`src/logic/tmc_pkg.sv`:
```
// Purpose: shared constants and types for the transceiver mode/config bank
// Assumes: byte-wide register port, 7-bit register index
// Notes: offsets are register indices on the plain port
package tmc_pkg;
  localparam int TMC_AW = 7;
  localparam int TMC_DW = 8;
  // register offsets
  localparam logic [6:0] OFS_FIFO_PORT = 7'h00;
  localparam logic [6:0] OFS_OPMODE = 7'h01;
  localparam logic [6:0] OFS_DATAMOD = 7'h02;
  localparam logic [6:0] OFS_RATE_HI = 7'h03;
  localparam logic [6:0] OFS_RATE_LO = 7'h04;
  localparam logic [6:0] OFS_KEY_FIRST = 7'h3E;
  localparam logic [6:0] OFS_KEY_LAST = 7'h4D;
  localparam logic [6:0] OFS_TEMP_CTRL = 7'h4E;
  localparam logic [6:0] OFS_TEMP_READ = 7'h4F;
  localparam logic [6:0] OFS_SENS_BOOST = 7'h58;
  localparam logic [6:0] OFS_HP_ONE = 7'h5A;
  localparam logic [6:0] OFS_HP_TWO = 7'h5C;
  localparam logic [6:0] OFS_FADE_MARGIN = 7'h6F;
  localparam logic [6:0] OFS_LOW_IDX_AFC = 7'h71;
  // field positions
  localparam int BIT_SEQ_BYPASS = 7;
  localparam int BIT_LISTEN_EN = 6;
  localparam int BIT_LISTEN_CANCEL = 5;
  localparam int POS_MODE_LO = 2;
  localparam int POS_DPS_LO = 5;
  localparam int POS_MOD_LO = 3;
  localparam int POS_SHAPE_LO = 0;
  localparam int BIT_TEMP_START = 3;
  // reset values
  localparam logic [7:0] RST_FIFO_PORT = 8'h00;
  localparam logic [2:0] RST_MODE = 3'h1;
  localparam logic [1:0] RST_DPS = 2'h0;
  localparam logic [1:0] RST_MOD = 2'h0;
  localparam logic [1:0] RST_SHAPE = 2'h0;
  localparam logic [7:0] RST_RATE_HI = 8'h1A;
  localparam logic [7:0] RST_RATE_LO = 8'h0B;
  localparam logic [7:0] RST_KEY = 8'h00;
  localparam logic [7:0] RST_TEMP_CTRL = 8'h01;
  localparam logic [7:0] RST_SENS_BOOST = 8'h1B;
  localparam logic [7:0] RST_HP_ONE = 8'h55;
  localparam logic [7:0] RST_HP_TWO = 8'h70;
  localparam logic [7:0] RST_FADE_MARGIN = 8'h00;
  localparam logic [7:0] RST_LOW_IDX_AFC = 8'h00;
  // timing: one sequencer step between intermediate states
  localparam int SEQ_STEP_NS = 100;
  localparam int CLK_PERIOD_NS = 20;
  localparam int SEQ_STEP_CYC = (SEQ_STEP_NS + CLK_PERIOD_NS - 1) / CLK_PERIOD_NS;

  // operating mode codes
  typedef enum logic [2:0] {
    TMC_SLEEP = 3'h0,
    TMC_STANDBY = 3'h1,
    TMC_SYNTH = 3'h2,
    TMC_TX = 3'h3,
    TMC_RX = 3'h4
  } tmc_mode_t;

  // register port request
  typedef struct packed {
    logic wr;
    logic rd;
    logic [6:0] addr;
    logic [7:0] wdata;
  } tmc_req_t;

  // modem configuration carried to the radio datapath
  typedef struct packed {
    logic [1:0] data_processing_select;
    logic [1:0] modulation_select;
    logic [1:0] pulse_shaping_select;
    logic [15:0] rate_divisor;
  } tmc_modem_cfg_t;
endpackage

```
`src/logic/tmc_config_bank.sv`:
```
// Purpose: mode control and modem configuration register bank
// Assumes: one-cycle strobes, read data valid the cycle after the read strobe
// Notes: temperature readout comes from the sensor on this clock;
//   a write with a reserved mode code keeps the old target, its other bits land;
//   the divisor has no shadow, so the rate is briefly mixed between byte writes;
//   op_mode trails the internal state by one cycle so it leaves as a clean flop
// How it works
// - with bypass clear, the state steps through intermediate modes to target
// - with bypass set, the written mode is entered at once
// - cancel written with enable cleared aborts listen; cancel reads zero
// - mode field bits 4..2 decode sleep/standby/synth/tx/rx, reset standby
// - mode field reads the actual current state
// - data processing field: packet, sync continuous, plain continuous
// - FSK shaping: none, gaussian BT 1.0, 0.5, 0.3
// - modulation field selects FSK or OOK; OOK shaping filters at rate
// - rate upper register holds divisor bits 15..8, reset 0x1A
// - reset reloads every register with its built-in value
// - rate lower register holds divisor bits 7..0
//
// Chosen here: the strobed register port.
`timescale 1ns/1ps
module tmc_config_bank
  import tmc_pkg::*;
#(
  parameter int STEP_CYC = SEQ_STEP_CYC
) (
  input wire logic clk_sys,
  input wire logic rst_b,
  input wire logic [6:0] reg_addr,
  input wire logic [7:0] reg_wdata,
  input wire logic reg_wr,
  input wire logic reg_rd,
  input wire logic [7:0] temp_value,
  input wire logic temp_done,
  output logic [7:0] reg_rdata,
  output logic [2:0] op_mode,
  output logic listen_active,
  output logic listen_cancel_pulse,
  output logic [7:0] fifo_wr_data,
  output logic fifo_wr_pulse,
  output logic temp_start_pulse,
  output tmc_modem_cfg_t modem_cfg,
  output logic [7:0] sensitivity_boost,
  output logic [7:0] high_power_setting_one,
  output logic [7:0] high_power_setting_two,
  output logic [7:0] fading_margin_control,
  output logic [7:0] low_index_freq_offset
);
  initial begin
    if (STEP_CYC < 1 || STEP_CYC > 255) begin
      $error("tmc_config_bank: STEP_CYC out of range");
    end
    // the key window must match the sixteen entries of the key store
    if (int'(OFS_KEY_LAST) - int'(OFS_KEY_FIRST) != 15) begin
      $error("tmc_config_bank: key window size mismatch");
    end
  end

  // one bundle for the register port request
  tmc_req_t req;
  assign req = '{wr: reg_wr, rd: reg_rd, addr: reg_addr, wdata: reg_wdata};

  // reserved mode codes are kept out of the sequencer
  function automatic logic mode_ok(input logic [2:0] m);
    return m <= 3'h4;
  endfunction

  // address match helper used by write and read decode
  function automatic logic hit(input logic [6:0] a, input logic [6:0] ofs);
    return a == ofs;
  endfunction

  // mode control state
  logic seq_bypass_ff;
  logic listen_en_ff;
  logic [2:0] target_ff;
  logic cancel_ff;

  // modem configuration state
  logic [1:0] dps_ff;
  logic [1:0] mod_ff;
  logic [1:0] shape_ff;
  logic [7:0] rate_hi_ff;
  logic [7:0] rate_lo_ff;

  // side paths toward the packet engine and the sensor
  logic [7:0] fifo_ff;
  logic fifo_wr_ff;
  logic temp_busy_ff;
  logic temp_start_ff;
  logic [7:0] temp_read_ff;

  // test and tuning state
  logic [7:0] boost_ff;
  logic [7:0] hp1_ff;
  logic [7:0] hp2_ff;
  logic [7:0] fade_ff;
  logic [7:0] afc_ff;

  // read path
  logic [7:0] rdata_ff;
  logic [7:0] nxt_rdata;
  logic [2:0] cur_mode;
  logic [7:0] key_rdata;
  logic key_hit;
  logic [3:0] key_idx;
  logic [7:0] opmode_img;
  logic [7:0] datamod_img;
  logic [7:0] temp_ctrl_img;

  // cipher key window and the byte index inside it
  assign key_hit = req.addr >= OFS_KEY_FIRST && req.addr <= OFS_KEY_LAST;
  assign key_idx = 4'(req.addr - OFS_KEY_FIRST);

  // mode control register
  // bypass and listen bits land even when the mode code is refused
  always_ff @(posedge clk_sys) begin
    if (!rst_b) begin
      seq_bypass_ff <= 1'b0;
      listen_en_ff <= 1'b0;
      target_ff <= RST_MODE;
    end else if (req.wr && hit(req.addr, OFS_OPMODE)) begin
      seq_bypass_ff <= req.wdata[BIT_SEQ_BYPASS];
      listen_en_ff <= req.wdata[BIT_LISTEN_EN];
      if (mode_ok(req.wdata[POS_MODE_LO +: 3])) begin
        target_ff <= req.wdata[POS_MODE_LO +: 3];
      end
    end
  end

  // listen cancel only counts when listen enable is cleared in the same write
  // cancel is a pulse only, never stored, so its bit reads zero
  always_ff @(posedge clk_sys) begin
    if (!rst_b) begin
      cancel_ff <= 1'b0;
    end else begin
      cancel_ff <= req.wr && hit(req.addr, OFS_OPMODE) && req.wdata[BIT_LISTEN_CANCEL]
                   && !req.wdata[BIT_LISTEN_EN];
    end
  end

  // data and modulation register, unused bits not stored
  // reserved codes are stored as written; software keeps them out
  always_ff @(posedge clk_sys) begin
    if (!rst_b) begin
      dps_ff <= RST_DPS;
      mod_ff <= RST_MOD;
      shape_ff <= RST_SHAPE;
    end else if (req.wr && hit(req.addr, OFS_DATAMOD)) begin
      dps_ff <= req.wdata[POS_DPS_LO +: 2];
      mod_ff <= req.wdata[POS_MOD_LO +: 2];
      shape_ff <= req.wdata[POS_SHAPE_LO +: 2];
    end
  end

  // rate divisor bytes
  // no shadow copy: software writes the high byte, then the low byte
  always_ff @(posedge clk_sys) begin
    if (!rst_b) begin
      rate_hi_ff <= RST_RATE_HI;
      rate_lo_ff <= RST_RATE_LO;
    end else if (req.wr) begin
      if (hit(req.addr, OFS_RATE_HI)) begin
        rate_hi_ff <= req.wdata;
      end else if (hit(req.addr, OFS_RATE_LO)) begin
        rate_lo_ff <= req.wdata;
      end
    end
  end

  // fifo port byte and write pulse toward the packet path
  // the pulse marks a fresh byte on fifo_wr_data
  always_ff @(posedge clk_sys) begin
    if (!rst_b) begin
      fifo_ff <= RST_FIFO_PORT;
      fifo_wr_ff <= 1'b0;
    end else begin
      fifo_wr_ff <= req.wr && hit(req.addr, OFS_FIFO_PORT);
      if (req.wr && hit(req.addr, OFS_FIFO_PORT)) begin
        fifo_ff <= req.wdata;
      end
    end
  end

  // temperature start, busy flag and readout capture; a new start beats done
  // a done that meets a fresh start belongs to the old run, so busy stays set
  always_ff @(posedge clk_sys) begin
    if (!rst_b) begin
      temp_busy_ff <= 1'b0;
      temp_start_ff <= 1'b0;
      temp_read_ff <= 8'h00;
    end else begin
      temp_start_ff <= req.wr && hit(req.addr, OFS_TEMP_CTRL) && req.wdata[BIT_TEMP_START]
                       && !temp_busy_ff;
      if (temp_done) begin
        temp_read_ff <= temp_value;
      end
      if (temp_start_ff) begin
        temp_busy_ff <= 1'b1;
      end else if (temp_done) begin
        temp_busy_ff <= 1'b0;
      end
    end
  end

  // test and tuning registers
  // fade margin resets to zero; software loads its tuned value
  always_ff @(posedge clk_sys) begin
    if (!rst_b) begin
      boost_ff <= RST_SENS_BOOST;
      hp1_ff <= RST_HP_ONE;
      hp2_ff <= RST_HP_TWO;
      fade_ff <= RST_FADE_MARGIN;
      afc_ff <= RST_LOW_IDX_AFC;
    end else if (req.wr) begin
      if (hit(req.addr, OFS_SENS_BOOST)) begin
        boost_ff <= req.wdata;
      end else if (hit(req.addr, OFS_HP_ONE)) begin
        hp1_ff <= req.wdata;
      end else if (hit(req.addr, OFS_HP_TWO)) begin
        hp2_ff <= req.wdata;
      end else if (hit(req.addr, OFS_FADE_MARGIN)) begin
        fade_ff <= req.wdata;
      end else if (hit(req.addr, OFS_LOW_IDX_AFC)) begin
        afc_ff <= req.wdata;
      end
    end
  end

  // cipher key bytes live in their own array
  tmc_key_store #(
    .DEPTH(16)
  ) u_key (
    .clk_sys(clk_sys),
    .rst_b(rst_b),
    .we(req.wr && key_hit),
    .idx(key_idx),
    .wdata(req.wdata),
    .rdata(key_rdata)
  );

  // operating state walker
  tmc_mode_seq #(
    .STEP_CYC(STEP_CYC)
  ) u_seq (
    .clk_sys(clk_sys),
    .rst_b(rst_b),
    .bypass(seq_bypass_ff),
    .target(target_ff),
    .cur_mode(cur_mode)
  );

  // register images assembled once, unused bits fixed at zero except temp control bit 0, fixed at one
  assign opmode_img = {seq_bypass_ff, listen_en_ff, 1'b0, cur_mode, 2'b00};
  assign datamod_img = {1'b0, dps_ff, mod_ff, 1'b0, shape_ff};
  assign temp_ctrl_img = {5'h00, 1'b0, temp_busy_ff, 1'b1};

  // read mux; unmapped addresses read zero
  // the key window is one range test, not sixteen decodes
  always_comb begin
    nxt_rdata = 8'h00;
    if (hit(req.addr, OFS_FIFO_PORT)) begin
      nxt_rdata = fifo_ff;
    end else if (hit(req.addr, OFS_OPMODE)) begin
      nxt_rdata = opmode_img;
    end else if (hit(req.addr, OFS_DATAMOD)) begin
      nxt_rdata = datamod_img;
    end else if (hit(req.addr, OFS_RATE_HI)) begin
      nxt_rdata = rate_hi_ff;
    end else if (hit(req.addr, OFS_RATE_LO)) begin
      nxt_rdata = rate_lo_ff;
    end else if (key_hit) begin
      nxt_rdata = key_rdata;
    end else if (hit(req.addr, OFS_TEMP_CTRL)) begin
      nxt_rdata = temp_ctrl_img;
    end else if (hit(req.addr, OFS_TEMP_READ)) begin
      nxt_rdata = temp_read_ff;
    end else if (hit(req.addr, OFS_SENS_BOOST)) begin
      nxt_rdata = boost_ff;
    end else if (hit(req.addr, OFS_HP_ONE)) begin
      nxt_rdata = hp1_ff;
    end else if (hit(req.addr, OFS_HP_TWO)) begin
      nxt_rdata = hp2_ff;
    end else if (hit(req.addr, OFS_FADE_MARGIN)) begin
      nxt_rdata = fade_ff;
    end else if (hit(req.addr, OFS_LOW_IDX_AFC)) begin
      nxt_rdata = afc_ff;
    end
  end

  // read data register, zero outside a read answer
  // zero between answers so a stale byte is never taken for a fresh one
  always_ff @(posedge clk_sys) begin
    if (!rst_b) begin
      rdata_ff <= 8'h00;
    end else begin
      rdata_ff <= req.rd ? nxt_rdata : 8'h00;
    end
  end

  // registered mode outputs
  // op_mode lags cur_mode by one cycle; the read image shows cur_mode itself
  // listen_active follows the stored enable bit, also one cycle late
  logic [2:0] op_mode_ff;
  logic listen_act_ff;
  always_ff @(posedge clk_sys) begin
    if (!rst_b) begin
      op_mode_ff <= RST_MODE;
      listen_act_ff <= 1'b0;
    end else begin
      op_mode_ff <= cur_mode;
      listen_act_ff <= listen_en_ff;
    end
  end

  // register port and mode outputs
  assign reg_rdata = rdata_ff;
  assign op_mode = op_mode_ff;
  assign listen_active = listen_act_ff;
  assign listen_cancel_pulse = cancel_ff;

  // side paths toward the packet engine and the sensor
  assign fifo_wr_data = fifo_ff;
  assign fifo_wr_pulse = fifo_wr_ff;
  assign temp_start_pulse = temp_start_ff;

  // divisor bytes joined high then low; rate = crystal / divisor
  assign modem_cfg = '{
    data_processing_select: dps_ff,
    modulation_select: mod_ff,
    pulse_shaping_select: shape_ff,
    rate_divisor: {rate_hi_ff, rate_lo_ff}
  };

  // test and tuning values
  assign sensitivity_boost = boost_ff;
  assign high_power_setting_one = hp1_ff;
  assign high_power_setting_two = hp2_ff;
  assign fading_margin_control = fade_ff;
  assign low_index_freq_offset = afc_ff;
endmodule

```
`src/logic/tmc_mode_seq.sv`:
```
// Purpose: walks the operating state toward the commanded mode
// Assumes: target code already checked against reserved codes
// Notes: one intermediate step per SEQ_STEP_CYC cycles
`timescale 1ns/1ps
module tmc_mode_seq
  import tmc_pkg::*;
#(
  parameter int STEP_CYC = SEQ_STEP_CYC
) (
  input wire logic clk_sys,
  input wire logic rst_b,
  input wire logic bypass,
  input wire logic [2:0] target,
  output logic [2:0] cur_mode
);
  initial begin
    if (STEP_CYC < 1 || STEP_CYC > 255) begin
      $error("tmc_mode_seq: STEP_CYC out of range");
    end
  end

  logic [2:0] cur_ff;
  logic [7:0] step_ff;

  // one rung toward the target along sleep-standby-synth-tx/rx
  function automatic logic [2:0] next_rung(input logic [2:0] cur, input logic [2:0] tgt);
    logic [2:0] r;
    r = cur;
    if (cur == 3'h0) begin
      r = 3'h1;
    end else if (tgt == 3'h0) begin
      r = (cur == 3'h1) ? 3'h0 : ((cur == 3'h2) ? 3'h1 : 3'h2);
    end else if (cur == 3'h1) begin
      r = 3'h2;
    end else if (cur == 3'h2) begin
      r = (tgt == 3'h1) ? 3'h1 : tgt;
    end else begin
      r = 3'h2;
    end
    return r;
  endfunction

  // step pacing counter
  always_ff @(posedge clk_sys) begin
    if (!rst_b || bypass || cur_ff == target || step_ff == 8'(STEP_CYC - 1)) begin
      step_ff <= 8'h00;
    end else begin
      step_ff <= step_ff + 8'h01;
    end
  end

  // operating state
  always_ff @(posedge clk_sys) begin
    if (!rst_b) begin
      cur_ff <= RST_MODE;
    end else if (bypass) begin
      cur_ff <= target;
    end else if (cur_ff != target && step_ff == 8'(STEP_CYC - 1)) begin
      cur_ff <= next_rung(cur_ff, target);
    end
  end

  assign cur_mode = cur_ff;
endmodule

```
`src/logic/tmc_key_store.sv`:
```
// Purpose: sixteen-byte cipher key storage
// Assumes: index decoded by the bank
// Notes: combinational read of the selected byte
`timescale 1ns/1ps
module tmc_key_store
  import tmc_pkg::*;
#(
  parameter int DEPTH = 16
) (
  input wire logic clk_sys,
  input wire logic rst_b,
  input wire logic we,
  input wire logic [3:0] idx,
  input wire logic [7:0] wdata,
  output logic [7:0] rdata
);
  initial begin
    if (DEPTH < 1 || DEPTH > 16) begin
      $error("tmc_key_store: DEPTH out of range");
    end
  end

  logic [7:0] key_ff [DEPTH];

  // key byte array, one flop group per byte
  for (genvar g = 0; g < DEPTH; g++) begin : g_key
    always_ff @(posedge clk_sys) begin
      if (!rst_b) begin
        key_ff[g] <= RST_KEY;
      end else if (we && idx == 4'(g)) begin
        key_ff[g] <= wdata;
      end
    end
  end

  assign rdata = (int'(idx) < DEPTH) ? key_ff[idx] : 8'h00;
endmodule

```
`config.mk`:
```
export PLATFORM = sky130hd
export DESIGN_NAME = tmc_config_bank
export DESIGN_NICKNAME = d
export VERILOG_FILES = /design/src/logic/tmc_pkg.sv /design/src/logic/tmc_config_bank.sv /design/src/logic/tmc_mode_seq.sv /design/src/logic/tmc_key_store.sv
export SDC_FILE = /design/constraint.sdc
export NUM_CORES = 1
export LEC_CHECK = 0
export BUFFER_PORTS_ARGS = -buffer_cell sky130_fd_sc_hd__buf_2
export CAP_MARGIN = 20
export CORE_ASPECT_RATIO = 1.5
export CORE_MARGIN = 2
export CORE_UTILIZATION = 54
export DETAILED_ROUTE_END_ITERATION = 8
export PLACE_DENSITY = 0.77
export SYNTH_ARGS = -nofsm -noshare
export SYNTH_HDL_FRONTEND = slang
export SYNTH_SLANG_ARGS = --single-unit
```
`constraint.sdc`:
```
create_clock -name clk_sys -period 2.6 [get_ports clk_sys]
set_input_delay 0.13 -clock clk_sys [delete_from_list [all_inputs] [get_ports clk_sys]]
set_output_delay 0.13 -clock clk_sys [all_outputs]
set_load 0.005 [all_outputs]
```
==> results of run 1 <==
-- layer usage --
| layer | global-route usage [%] | vias to the layer above | share of wire, % |
|---|---|---|---|
| li1 | - | 3864 | - |
| met1 | 32.9 | 4150 | 36 |
| met2 | 49.9 | 469 | 52 |
| met3 | 2.94 | 101 | 6.5 |
| met4 | 13.6 | 0 | 4.6 |
| met5 | 0 | - | 0 |
-- metrics by stage --
stage                     hold slack [ns]  instances  utilization, %  instance area [µm²]  power, mW
after global placement              0.389       1354            59.5                12200       4.81
after global routing               0.0229       1410            64.3                13100       8.76
after detailed placement            0.399       1354            59.5                12200       4.83
after floorplan                     0.275       1006               -                11300       4.59
after CTS                        0.000496       1406            64.2                13100       8.55
final                              0.0163       1410            64.3                13100       8.54
-- sequential cells by signal, summed over array words and instances (netlist names), 2 cells and up --
name,flops
dps_ff,2
fading_margin_control,8
fifo_wr_data,8
high_power_setting_one,8
high_power_setting_two,8
low_index_freq_offset,8
mod_ff,2
op_mode,3
rate_hi_ff,8
rate_lo_ff,8
reg_rdata,8
sensitivity_boost,8
shape_ff,2
target_ff,3
temp_read_ff,8
u_key.key_ff,128
u_seq.cur_mode,3
u_seq.step_ff,8
-- area by class of cell --
class	instances	area, µm²	area share (%)
Antenna cell	4	10.0	0.0763
Tap cell	264	330	2.52
Inverter	9	33.8	0.257
Multi-Input combinational cell	694	4880	37.2
Sequential cell	238	6050	46.1
Clock buffer	34	752	5.73
Clock inverter	10	128	0.973
Timing Repair Buffer	157	946	7.21
-- worst max path at each step --
stage / slack (ns) / to / from
after floorplan: 0.15 / u_key.key_ff[12][0] / reg_addr[1]
after global placement: 0.21 / u_key.key_ff[1][3] / reg_addr[1]
after detailed placement: 0.19 / u_key.key_ff[1][2] / reg_addr[1]
after CTS: 0.70 / reg_rdata[2] / u_key.key_ff[13][2]
after global routing: 0.53 / u_key.key_ff[7][4] / reg_addr[1]
final: 0.64 / u_key.key_ff[7][2] / reg_addr[1]
-- Yosys cell counts, types with 3 or more instances --
cell	instances	share of area, %
o211ai_1	3	0.20
mux4_2	35	7.0
inv_1	8	0.27
nor3_1	4	0.18
a32oi_1	3	0.23
nor2_2	3	0.17
xnor2_1	8	0.62
a31oi_1	8	0.44
o21ai_0	41	1.8
a211oi_1	5	0.33
nand2_1	107	3.6
nand4_1	5	0.28
o21a_1	3	0.20
a21boi_0	37	2.5
edfxtp_1	128	34
and2_1	121	6.7
buf_2	16	0.71
ha_1	4	0.44
nand3_1	58	2.6
and3_1	5	0.28
nor2_1	66	2.2
nor2_4	4	0.40
nor3b_1	3	0.20
buf_4	4	0.27
nand2b_1	5	0.28
a21oi_1	22	0.98
mux2i_1	37	3.3
a22oi_1	12	0.80
buf_6	5	0.50
a22o_1	3	0.23
nor2b_1	32	1.8
mux2_2	4	0.40
clkbuf_1	38	1.3
o21ai_1	3	0.13
dfxtp_1	110	20
-- what timing repair did --
action                                 4_1_cts  5_1_grt
endpoints found under the hold margin        8        0
hold buffers                                 8        0
resized for setup                            0        0
-- critical path, stage by stage --
cell and delay, ns:
buf_2 0.13, buf_4 0.23, nand3b_1 0.21, nand3_1 0.12, a21bo_2 0.31, nand3_1 0.40
o21ai_0 0.41, buf_4 0.23
-- cell families (layout without fill, tap and decap cells) --
| kind of cell | Yosys count | count (layout) | synth area share (%) |
|---|---|---|---|
| xor+xnor | 11 | 11 | 0.921 |
| other cells | 0 | 4 | 0 |
| compound gates | 165 | 165 | 10.0 |
| flops | 238 | 238 | 53.6 |
| fa+ha+maj | 4 | 4 | 0.444 |
| buf+inv | 74 | 210 | 3.11 |
| simple gates | 436 | 436 | 20.7 |
| mux | 78 | 78 | 11.1 |
-- where the power goes --
group          leakage, nW  internal (mW)  switching [mW]
combinational         2.38          0.252           0.397
sequential            2.10           4.07          0.0492
clock                0.432           2.31            1.46
total                 4.92           6.64            1.90
==> impl_metrics.csv, run 1 <==
group,metric,value,unit
run_status,status,"finished clean",
flow_run,max_cap_viol_count,0,
synth,synth_ff_type,"edfxtp_1",
synth,syn-cell-area,11300,µm²
critical_path,rr_worst_depth,4,
floorplanning,placementRows,64,
critical_path,reg2reg_to,"reg_rdata[2]",
synth,synth_cells,1006,
critical_path,crit_path_end_kind,"flop",
sta,fin_ws,0.638,ns
power,leakagePower,4.92,nW
synth,synth-async-reset-ratio,0,%
floorplanning,fp.dieW,122,µm
clock_network,clock_latency,0.52,ns
final_layout,layout_common_cells,"128 x edfxtp_1, 121 x and2_1, 111 x buf_2",
grt,grtUsageTotal,27.9,%
floorplanning,floorplan.initialDensity,55.2,%
clock_network,post_cts_buffers,0,
critical_path,worstSetupPathType,"primary input to flop",
sta,fmax,0.510,GHz
critical_path,r2r_slack,0.68,ns
final_layout,mostFrequentLayoutCell,"edfxtp_1",
floorplanning,core-area,20400,µm²
critical_path,arrival,2.19,ns
sta,finalCritPeriodShare,75.5,%
placement,port_buffers,112,
drt,dr.pass1.iters,5,
sta,finalClockSkew,0.0101,ns
critical_path,crit_required,2.82,ns
clock_network,clockRootBuffer,"clkbuf_16",
sta,rsz0062_at_grt,"false",
floorplanning,ios,113,
floorplanning,die_h,181,µm
drt,postRouteAntennaNets,0,
clock_network,cts_tree,"yes",
drt,drc,0,
drt,wirelength,31000,µm
final_layout,drive_above_1_share,22.2,%
clock_network,clk_pin_slew_worst_paths,0.06,ns
synth,synth.avg_cell_area,11.2,µm²
synth,seq_area_frac_synth,53.6,%
hold_path,min-delay-start,"reg_rd",
sta,worstMarginPinSlew,0.709,ns
grt,grt_antenna_before_repair,4,
sta,maxSlewHeadroom,52.5,%
synth,ys_seq_elements,238,
critical_path,cp-start-kind,"primary input",
sta,final-setup-viol-count,0,
drt,vias,8584,
clock_network,cts.sinks,238,
grt,first_global_vias,8429,
hold_path,min_path_cells,3,
sta,hold_viol_final,0,
final_layout,nets,1156,
hold_path,hold_path_end,"reg_rdata[0]",
floorplanning,die_area,22100,µm²
drt,drt_iter0_markers,845,
power,powerDensity,651,nW/µm²
critical_path,r2r-start,"u_key.key_ff[13][2]",
hold_path,hp-class,"primary input to flop",
synth,syn-num-nets,1038,
clock_network,ctsHtreeMaxLevel,1,
clock_network,clockBufferDepth,3,
placement,dp_hpwl,21300,µm
grt,grt_overflow_total,0,
clock_network,numCtsBuffers,24,
grt,grt_max_degree,97,
sta,finalMaxSlewViolations,0,
grt,grt_pass1_wl,47400,µm
sta,period_needed,1.96,ns
final_layout,n_fill_cell,1573,
synth,synth_edf_count,128,
placement,dp_slack,0.195,ns
sta,fin_setup_tns,0,ns
synth,ys_types,77,
drt,wl_per_cell,22.0,µm
critical_path,crit_fanout,21,
placement,place.gp.congestion,0.974,
drt,viasPerCell,6.09,
synth,synth_warnings,0,
final_layout,syn_to_final_growth,16.4,%
power,ir_worst_vdd,0.472,mV
Power figures use the tool's default switching activity.
==> inputs of run 2 (changes only) <==
- CORE_UTILIZATION: 54 -> 55
- PLACE_DENSITY: 0.77 -> 0.75
- clock period: 2.6 -> 1.91 ns (I/O delays scaled with it)
==> run 2 against run 1 <==
Effect of this change: critical path depth shrank 4; sequential share of layout area shrank 2.7 points; count of clock-buffer cells in the layout decreased by 5; highest routed layer unchanged; via count increased by 0.94%; design area increased by 6.2%; wire length increased by 3.4%; largest cell class unchanged.
==> impl_metrics.csv, run 2 (synthesis results as in run 1) <==
group,metric,value,unit
floorplanning,ios,113,
critical_path,cp_slowest_cell,"mux4_2",
final_layout,nets,1225,
final_layout,layoutNonFillerInstCount,1474,
drt,dr.pass1.iters,6,
final_layout,finalInstanceArea,13900,µm²
grt,grt_pass1_wl,48200,µm
clock_network,clockRootBuffer,"clkbuf_16",
floorplanning,floorplan.initialDensity,55.6,%
clock_network,ctsHtreeMaxLevel,1,
final_layout,top_register,"u_key.key_ff",
hold_path,hp-class,"primary input to flop",
final_layout,diodes,0,
sta,final-setup-viol-count,0,
clock_network,cts_tree,"yes",
final_layout,n_fill_cell,1478,
sta,rsz0062_at_grt,"false",
clock_network,numCtsBuffers,23,
placement,dp_slack,-0.306,ns
placement,dp_hpwl,22800,µm
power,finalPower,11.4,mW
placement,port_buffers,112,
final_layout,layout_common_cells,"128 x edfxtp_1, 121 x and2_1, 110 x dfxtp_1, 110 x buf_2, 107 x nand2_1",
floorplanning,placementRows,64,
sta,finalClockSkew,0.0205,ns
sta,finalMaxSlewViolations,0,
floorplanning,core-area,20300,µm²
drt,wirelength,32100,µm
sta,hold_viol_final,0,
drt,wl_per_cell,21.7,µm
critical_path,cp_cell_sequence,"mux4_2 -> mux4_2 -> a32oi_1 -> a211oi_1",
run_status,status,"finished clean",
critical_path,arrival,2.25,ns
floorplanning,die_h,179,µm
final_layout,mostFrequentLayoutCell,"edfxtp_1",
clock_network,cts.sinks,238,
grt,grtUsageTotal,29.4,%
power,leakagePower,5.30,nW
clock_network,post_cts_buffers,0,
sta,maxSlewHeadroom,53.3,%
sta,finalCritPeriodShare,97.0,%
drt,drt_iter0_markers,843,
final_layout,largest_reg_flops,128,
sta,fmax,0.540,GHz
clock_network,clock_latency,0.53,ns
drt,drc,0,
critical_path,cp-start-kind,"flop",
critical_path,crit_path_end_kind,"flop",
sta,worstMarginPinSlew,0.700,ns
critical_path,crit_fanout,1,
drt,vias,8665,
clock_network,clockBufferDepth,3,
critical_path,path_common_cell,"mux4_2",
grt,grt_antenna_before_repair,0,
grt,first_global_vias,8613,
placement,placed_cell_area,13000,µm²
grt,grt_overflow_total,0,
placement,dp_cells,1421,
power,ir_worst_vdd,1.13,mV
final_layout,drive_above_1_share,28.2,%
floorplanning,die_area,21700,µm²
critical_path,crit_required,2.30,ns
drt,viasPerCell,5.88,
drt,postRouteAntennaNets,0,
critical_path,cp_num_buf_inv,0,
flow_run,max_cap_viol_count,0,
sta,period_needed,1.85,ns
critical_path,crit_family,"multiplexers",
final_layout,fin_util,68.8,%
sta,fin_ws,0.0582,ns
final_layout,syn_to_final_growth,23.6,%
critical_path,worstSetupPathType,"flop to flop",
floorplanning,fp.dieW,121,µm
placement,place.gp.congestion,0.976,
critical_path,slowest_delay,0.52,ns
clock_network,clk_pin_slew_worst_paths,0.06,ns
grt,grt_max_degree,47,
power,powerDensity,821,nW/µm²
## run 2: cell count changes in the layout (fill, tap and decap cells not counted), sizes merged
cell,previous run,this run
buf,149,216
clkinvlp,0,2
diode,4,0
clkbuf,34,29
inv,10,11
dlygate4sd3,8,11
## run 2: final timing paths
kind / endpoint / cells after the start / startpoint / slack [ns]
worst max-delay path: reg_rdata[2] / 4 / u_key.key_ff[9][2] / 0.06
worst min-delay path: temp_read_ff[5] / 3 / temp_done / 0.04
worst max register to register: reg_rdata[2] / 4 / u_key.key_ff[9][2] / 0.06
worst min register to register: u_seq.step_ff[0] / 1 / u_seq.step_ff[0] / 0.47
## run 2: where the power goes
group,switching (mW),internal (mW)
Clock,1.95,2.79
Combinational,0.621,0.469
Sequential,0.0708,5.54
Total,2.64,8.80
## run 2: layout make-up
cell class                 count  area [µm²]  area share (%)
sequential                   238        6050            43.4
multi-input combinational    694        5110            36.7
timing repair buffer         227        1620            11.6
clock buffer                  29         639            4.59
tap                          264         330            2.37
clock inverter                13         148            1.06
inverter                       9        41.3           0.296
## run 2: per-layer routing
metal	up-vias	wire, µm	GRT usage, %
met3	96	2060	3.64
li1	4010	-	-
met1	4175	11600	33.9
met4	0	1630	15.3
met5	-	0	0
met2	384	16800	53.1
## run 2: what timing repair did
item,in CTS,in global routing
hold endpoints to repair,18,0
endpoints found under the setup margin,0,2
resized for setup,0,2
hold buffers,11,0
## run 2: metrics by stage
step | hold WS (ns) | setup TNS, ns
floorplan | 0.240 | -0.701
global placement | 0.354 | -27.22
detailed placement | 0.365 | -39.15
CTS | 0.0329 | 0
global route | 0.0644 | 0
finish | 0.0410 | 0
## run 2: worst register-to-register path, delay by kind of cell, from the launching register on
kind / cells / cell delay (ns)
flops: 1 / 0.41
compound gates: 2 / 0.31
mux: 2 / 1.02
==> inputs of run 3 (changes only) <==
- GPL_TIMING_DRIVEN: unset -> 0
==> run 3 against run 2 <==
Effect of this change: the run now ends with setup timing left; worst setup slack worse by 0.060 ns; design area down 3.7%; critical path depth up 6; register-to-register slack worse by 0.04 ns; die area unchanged; global-route usage up 4.2 points; count of clock-buffer cells in the layout unchanged; core utilization down 2.5 points; non-clock buffer count down 36; first-iteration DRC count up 1.5%; critical path type is now primary input to flop; highest routed layer unchanged.
==> impl_metrics.csv, run 3 (synthesis results as in run 1) <==
group,metric,value,unit
floorplanning,floorplan.initialDensity,55.6,%
sta,finalMaxSlewViolations,0,
grt,grtUsageTotal,33.6,%
power,powerDensity,814,nW/µm²
flow_run,max_cap_viol_count,0,
hold_path,hp-class,"primary input to flop",
drt,dr.pass1.iters,5,
grt,grt_antenna_before_repair,0,
floorplanning,ios,113,
critical_path,cp_slowest_cell,"nor2_1",
sta,whs,0.0153,ns
sta,period_needed,1.91,ns
critical_path,slowest_delay,0.56,ns
placement,dp_hpwl,26000,µm
sta,rsz0062_at_grt,"true",
critical_path,crit_family,"simple AND/OR/NAND/NOR gates",
placement,place.gp.congestion,1.03,
grt,first_global_vias,8744,
floorplanning,fp.dieW,121,µm
clock_network,cts_tree,"yes",
power,leakagePower,4.91,nW
floorplanning,die_h,179,µm
run_status,violations,"setup timing",
power,ir_worst_vdd,0.780,mV
critical_path,cp_num_cells,10,
sta,final-setup-viol-count,1,
critical_path,crit_fanout,10,
critical_path,r2r-start,"u_key.key_ff[10][7]",
critical_path,rr_worst_depth,4,
drt,drc,0,
floorplanning,die_area,21700,µm²
placement,dp_cells,1376,
floorplanning,core-area,20300,µm²
run_status,status,"complete, but fails checks",
final_layout,nets,1189,
final_layout,diodes,0,
final_layout,drive_above_1_share,23.0,%
sta,fin_ws,-0.00138,ns
critical_path,cp_num_buf_inv,3,
clock_network,clk_pin_slew_worst_paths,0.06,ns
critical_path,critPathLaunch,"reg_addr[1]",
final_layout,layoutNonFillerInstCount,1436,
clock_network,clock_latency,0.53,ns
final_layout,largest_reg_flops,128,
drt,wirelength,36200,µm
hold_path,min-delay-start,"reg_wdata[4]",
sta,maxSlewHeadroom,28.6,%
grt,grt_overflow_total,0,
critical_path,worstSetupPathType,"primary input to flop",
placement,dp_slack,-0.898,ns
grt,grt_pass1_wl,53300,µm
power,p_comb_share,9.9,%
critical_path,worstSetupEndpoint,"u_key.key_ff[7][2]",
power,seqPwrFrac,51.2,%
drt,vias,8854,
sta,finalCritPeriodShare,100,%
final_layout,syn_to_final_growth,19.1,%
clock_network,clockRootBuffer,"clkbuf_16",
power,power.switching,2.67,mW
final_layout,mostFrequentLayoutCell,"edfxtp_1",
critical_path,crit_required,2.30,ns
sta,hold_viol_final,0,
clock_network,clockBufferDepth,3,
critical_path,crit_path_end_kind,"flop",
clock_network,cts.sinks,238,
grt,grt_max_degree,15,
clock_network,ctsHtreeMaxLevel,1,
sta,fin_setup_tns,-0.00138,ns
power,switching_share,24.4,%
critical_path,r2r_slack,0.02,ns
floorplanning,placementRows,64,
critical_path,reg2reg_to,"reg_rdata[7]",
final_layout,layout_common_cells,"128 x edfxtp_1, 121 x and2_1, 114 x buf_2",
power,finalPower,10.9,mW
critical_path,cp-start-kind,"primary input",
power,clkPwrFrac,38.9,%
final_layout,top_register,"u_key.key_ff",
power,p_int,8.25,mW
placement,port_buffers,105,
drt,wl_per_cell,25.2,µm
drt,viasPerCell,6.17,
clock_network,numCtsBuffers,23,
drt,drt_iter0_markers,856,
critical_path,arrival,2.30,ns
sta,finalClockSkew,0.0124,ns
sta,fmax,0.523,GHz
drt,postRouteAntennaNets,0,
critical_path,cp_cell_sequence,"buf_2 -> buf_12 -> inv_8 -> ha_4 -> a21o_1 -> nand3_1 -> a21bo_2 -> nand4_1 -> nor2_1 -> and2_1",
sta,worstMarginPinSlew,1.06,ns
run 3: changes by cell type in the layout (fill, tap and decap cells not counted), sizes merged:
cell	previous run	this run
buf	216	141
dlygate4sd3	11	12
inv	11	10
clkinv	6	9
bufinv	3	0
clkinvlp	2	1
clkbuf	29	67
run 3: final cells by class:
type / instances / area, µm²
fillers: 1612 / 6840
flip-flops and latches: 238 / 6050
multi-input cells: 694 / 5140
repair buffers: 127 / 816
clock buffers: 29 / 628
plain buffers: 64 / 372
well taps: 264 / 330
clock inverters: 11 / 53.8
inverters: 9 / 41.3
run 3: routing by layer:
layer / global-route usage, % / up-vias / share of wire, %
met5: 0 / - / 0
met4: 18.9 / 0 / 6.2
met3: 4.05 / 125 / 7.0
met2: 58.9 / 471 / 50
met1: 39.8 / 4325 / 36
li1: - / 3933 / -
run 3: stage by stage:
stage	utilization [%]	area, µm²
2_1_floorplan	-	11600
3_3_place_gp	61.3	12400
3_5_place_dp	61.4	12400
4_1_cts	65.5	13300
5_1_grt	66.3	13400
6_report	66.3	13400
run 3: how the worst min path moves through the flow:
stage / end / slack [ns] / depth (start not counted)
after floorplan: high_power_setting_one[1] / 0.24 / 2
after global placement: temp_read_ff[2] / 0.36 / 3
after detailed placement: temp_read_ff[7] / 0.37 / 3
after CTS: reg_rdata[0] / 0.006 / 3
after global routing: reg_rdata[0] / 0.04 / 3
final: target_ff[1] / 0.02 / 4
run 3: power groups by stage:
stage	Clock, mW	Combinational (mW)	Sequential [mW]
2_1_floorplan	0	0.641	5.68
3_3_place_gp	0	0.990	5.69
3_5_place_dp	0	1.00	5.70
4_1_cts	4.27	1.02	5.59
5_1_grt	4.47	1.13	5.60
6_report	4.25	1.08	5.59
run 3: worst reg2reg max path, cell delays in order, from the launching register on:
cell      delay [ns]
edfxtp_1        0.38
mux4_2          0.53
mux4_2          0.53
a32oi_1         0.19
a211oi_1        0.11
run 3: repair_timing:
action | CTS | global route
hold buffers | 12 | 0
buffers inserted | 3 | 6
hold endpoints to repair | 24 | 0
pin swaps | 1 | 7
setup endpoints to repair | 38 | 237
resized for setup | 0 | 14
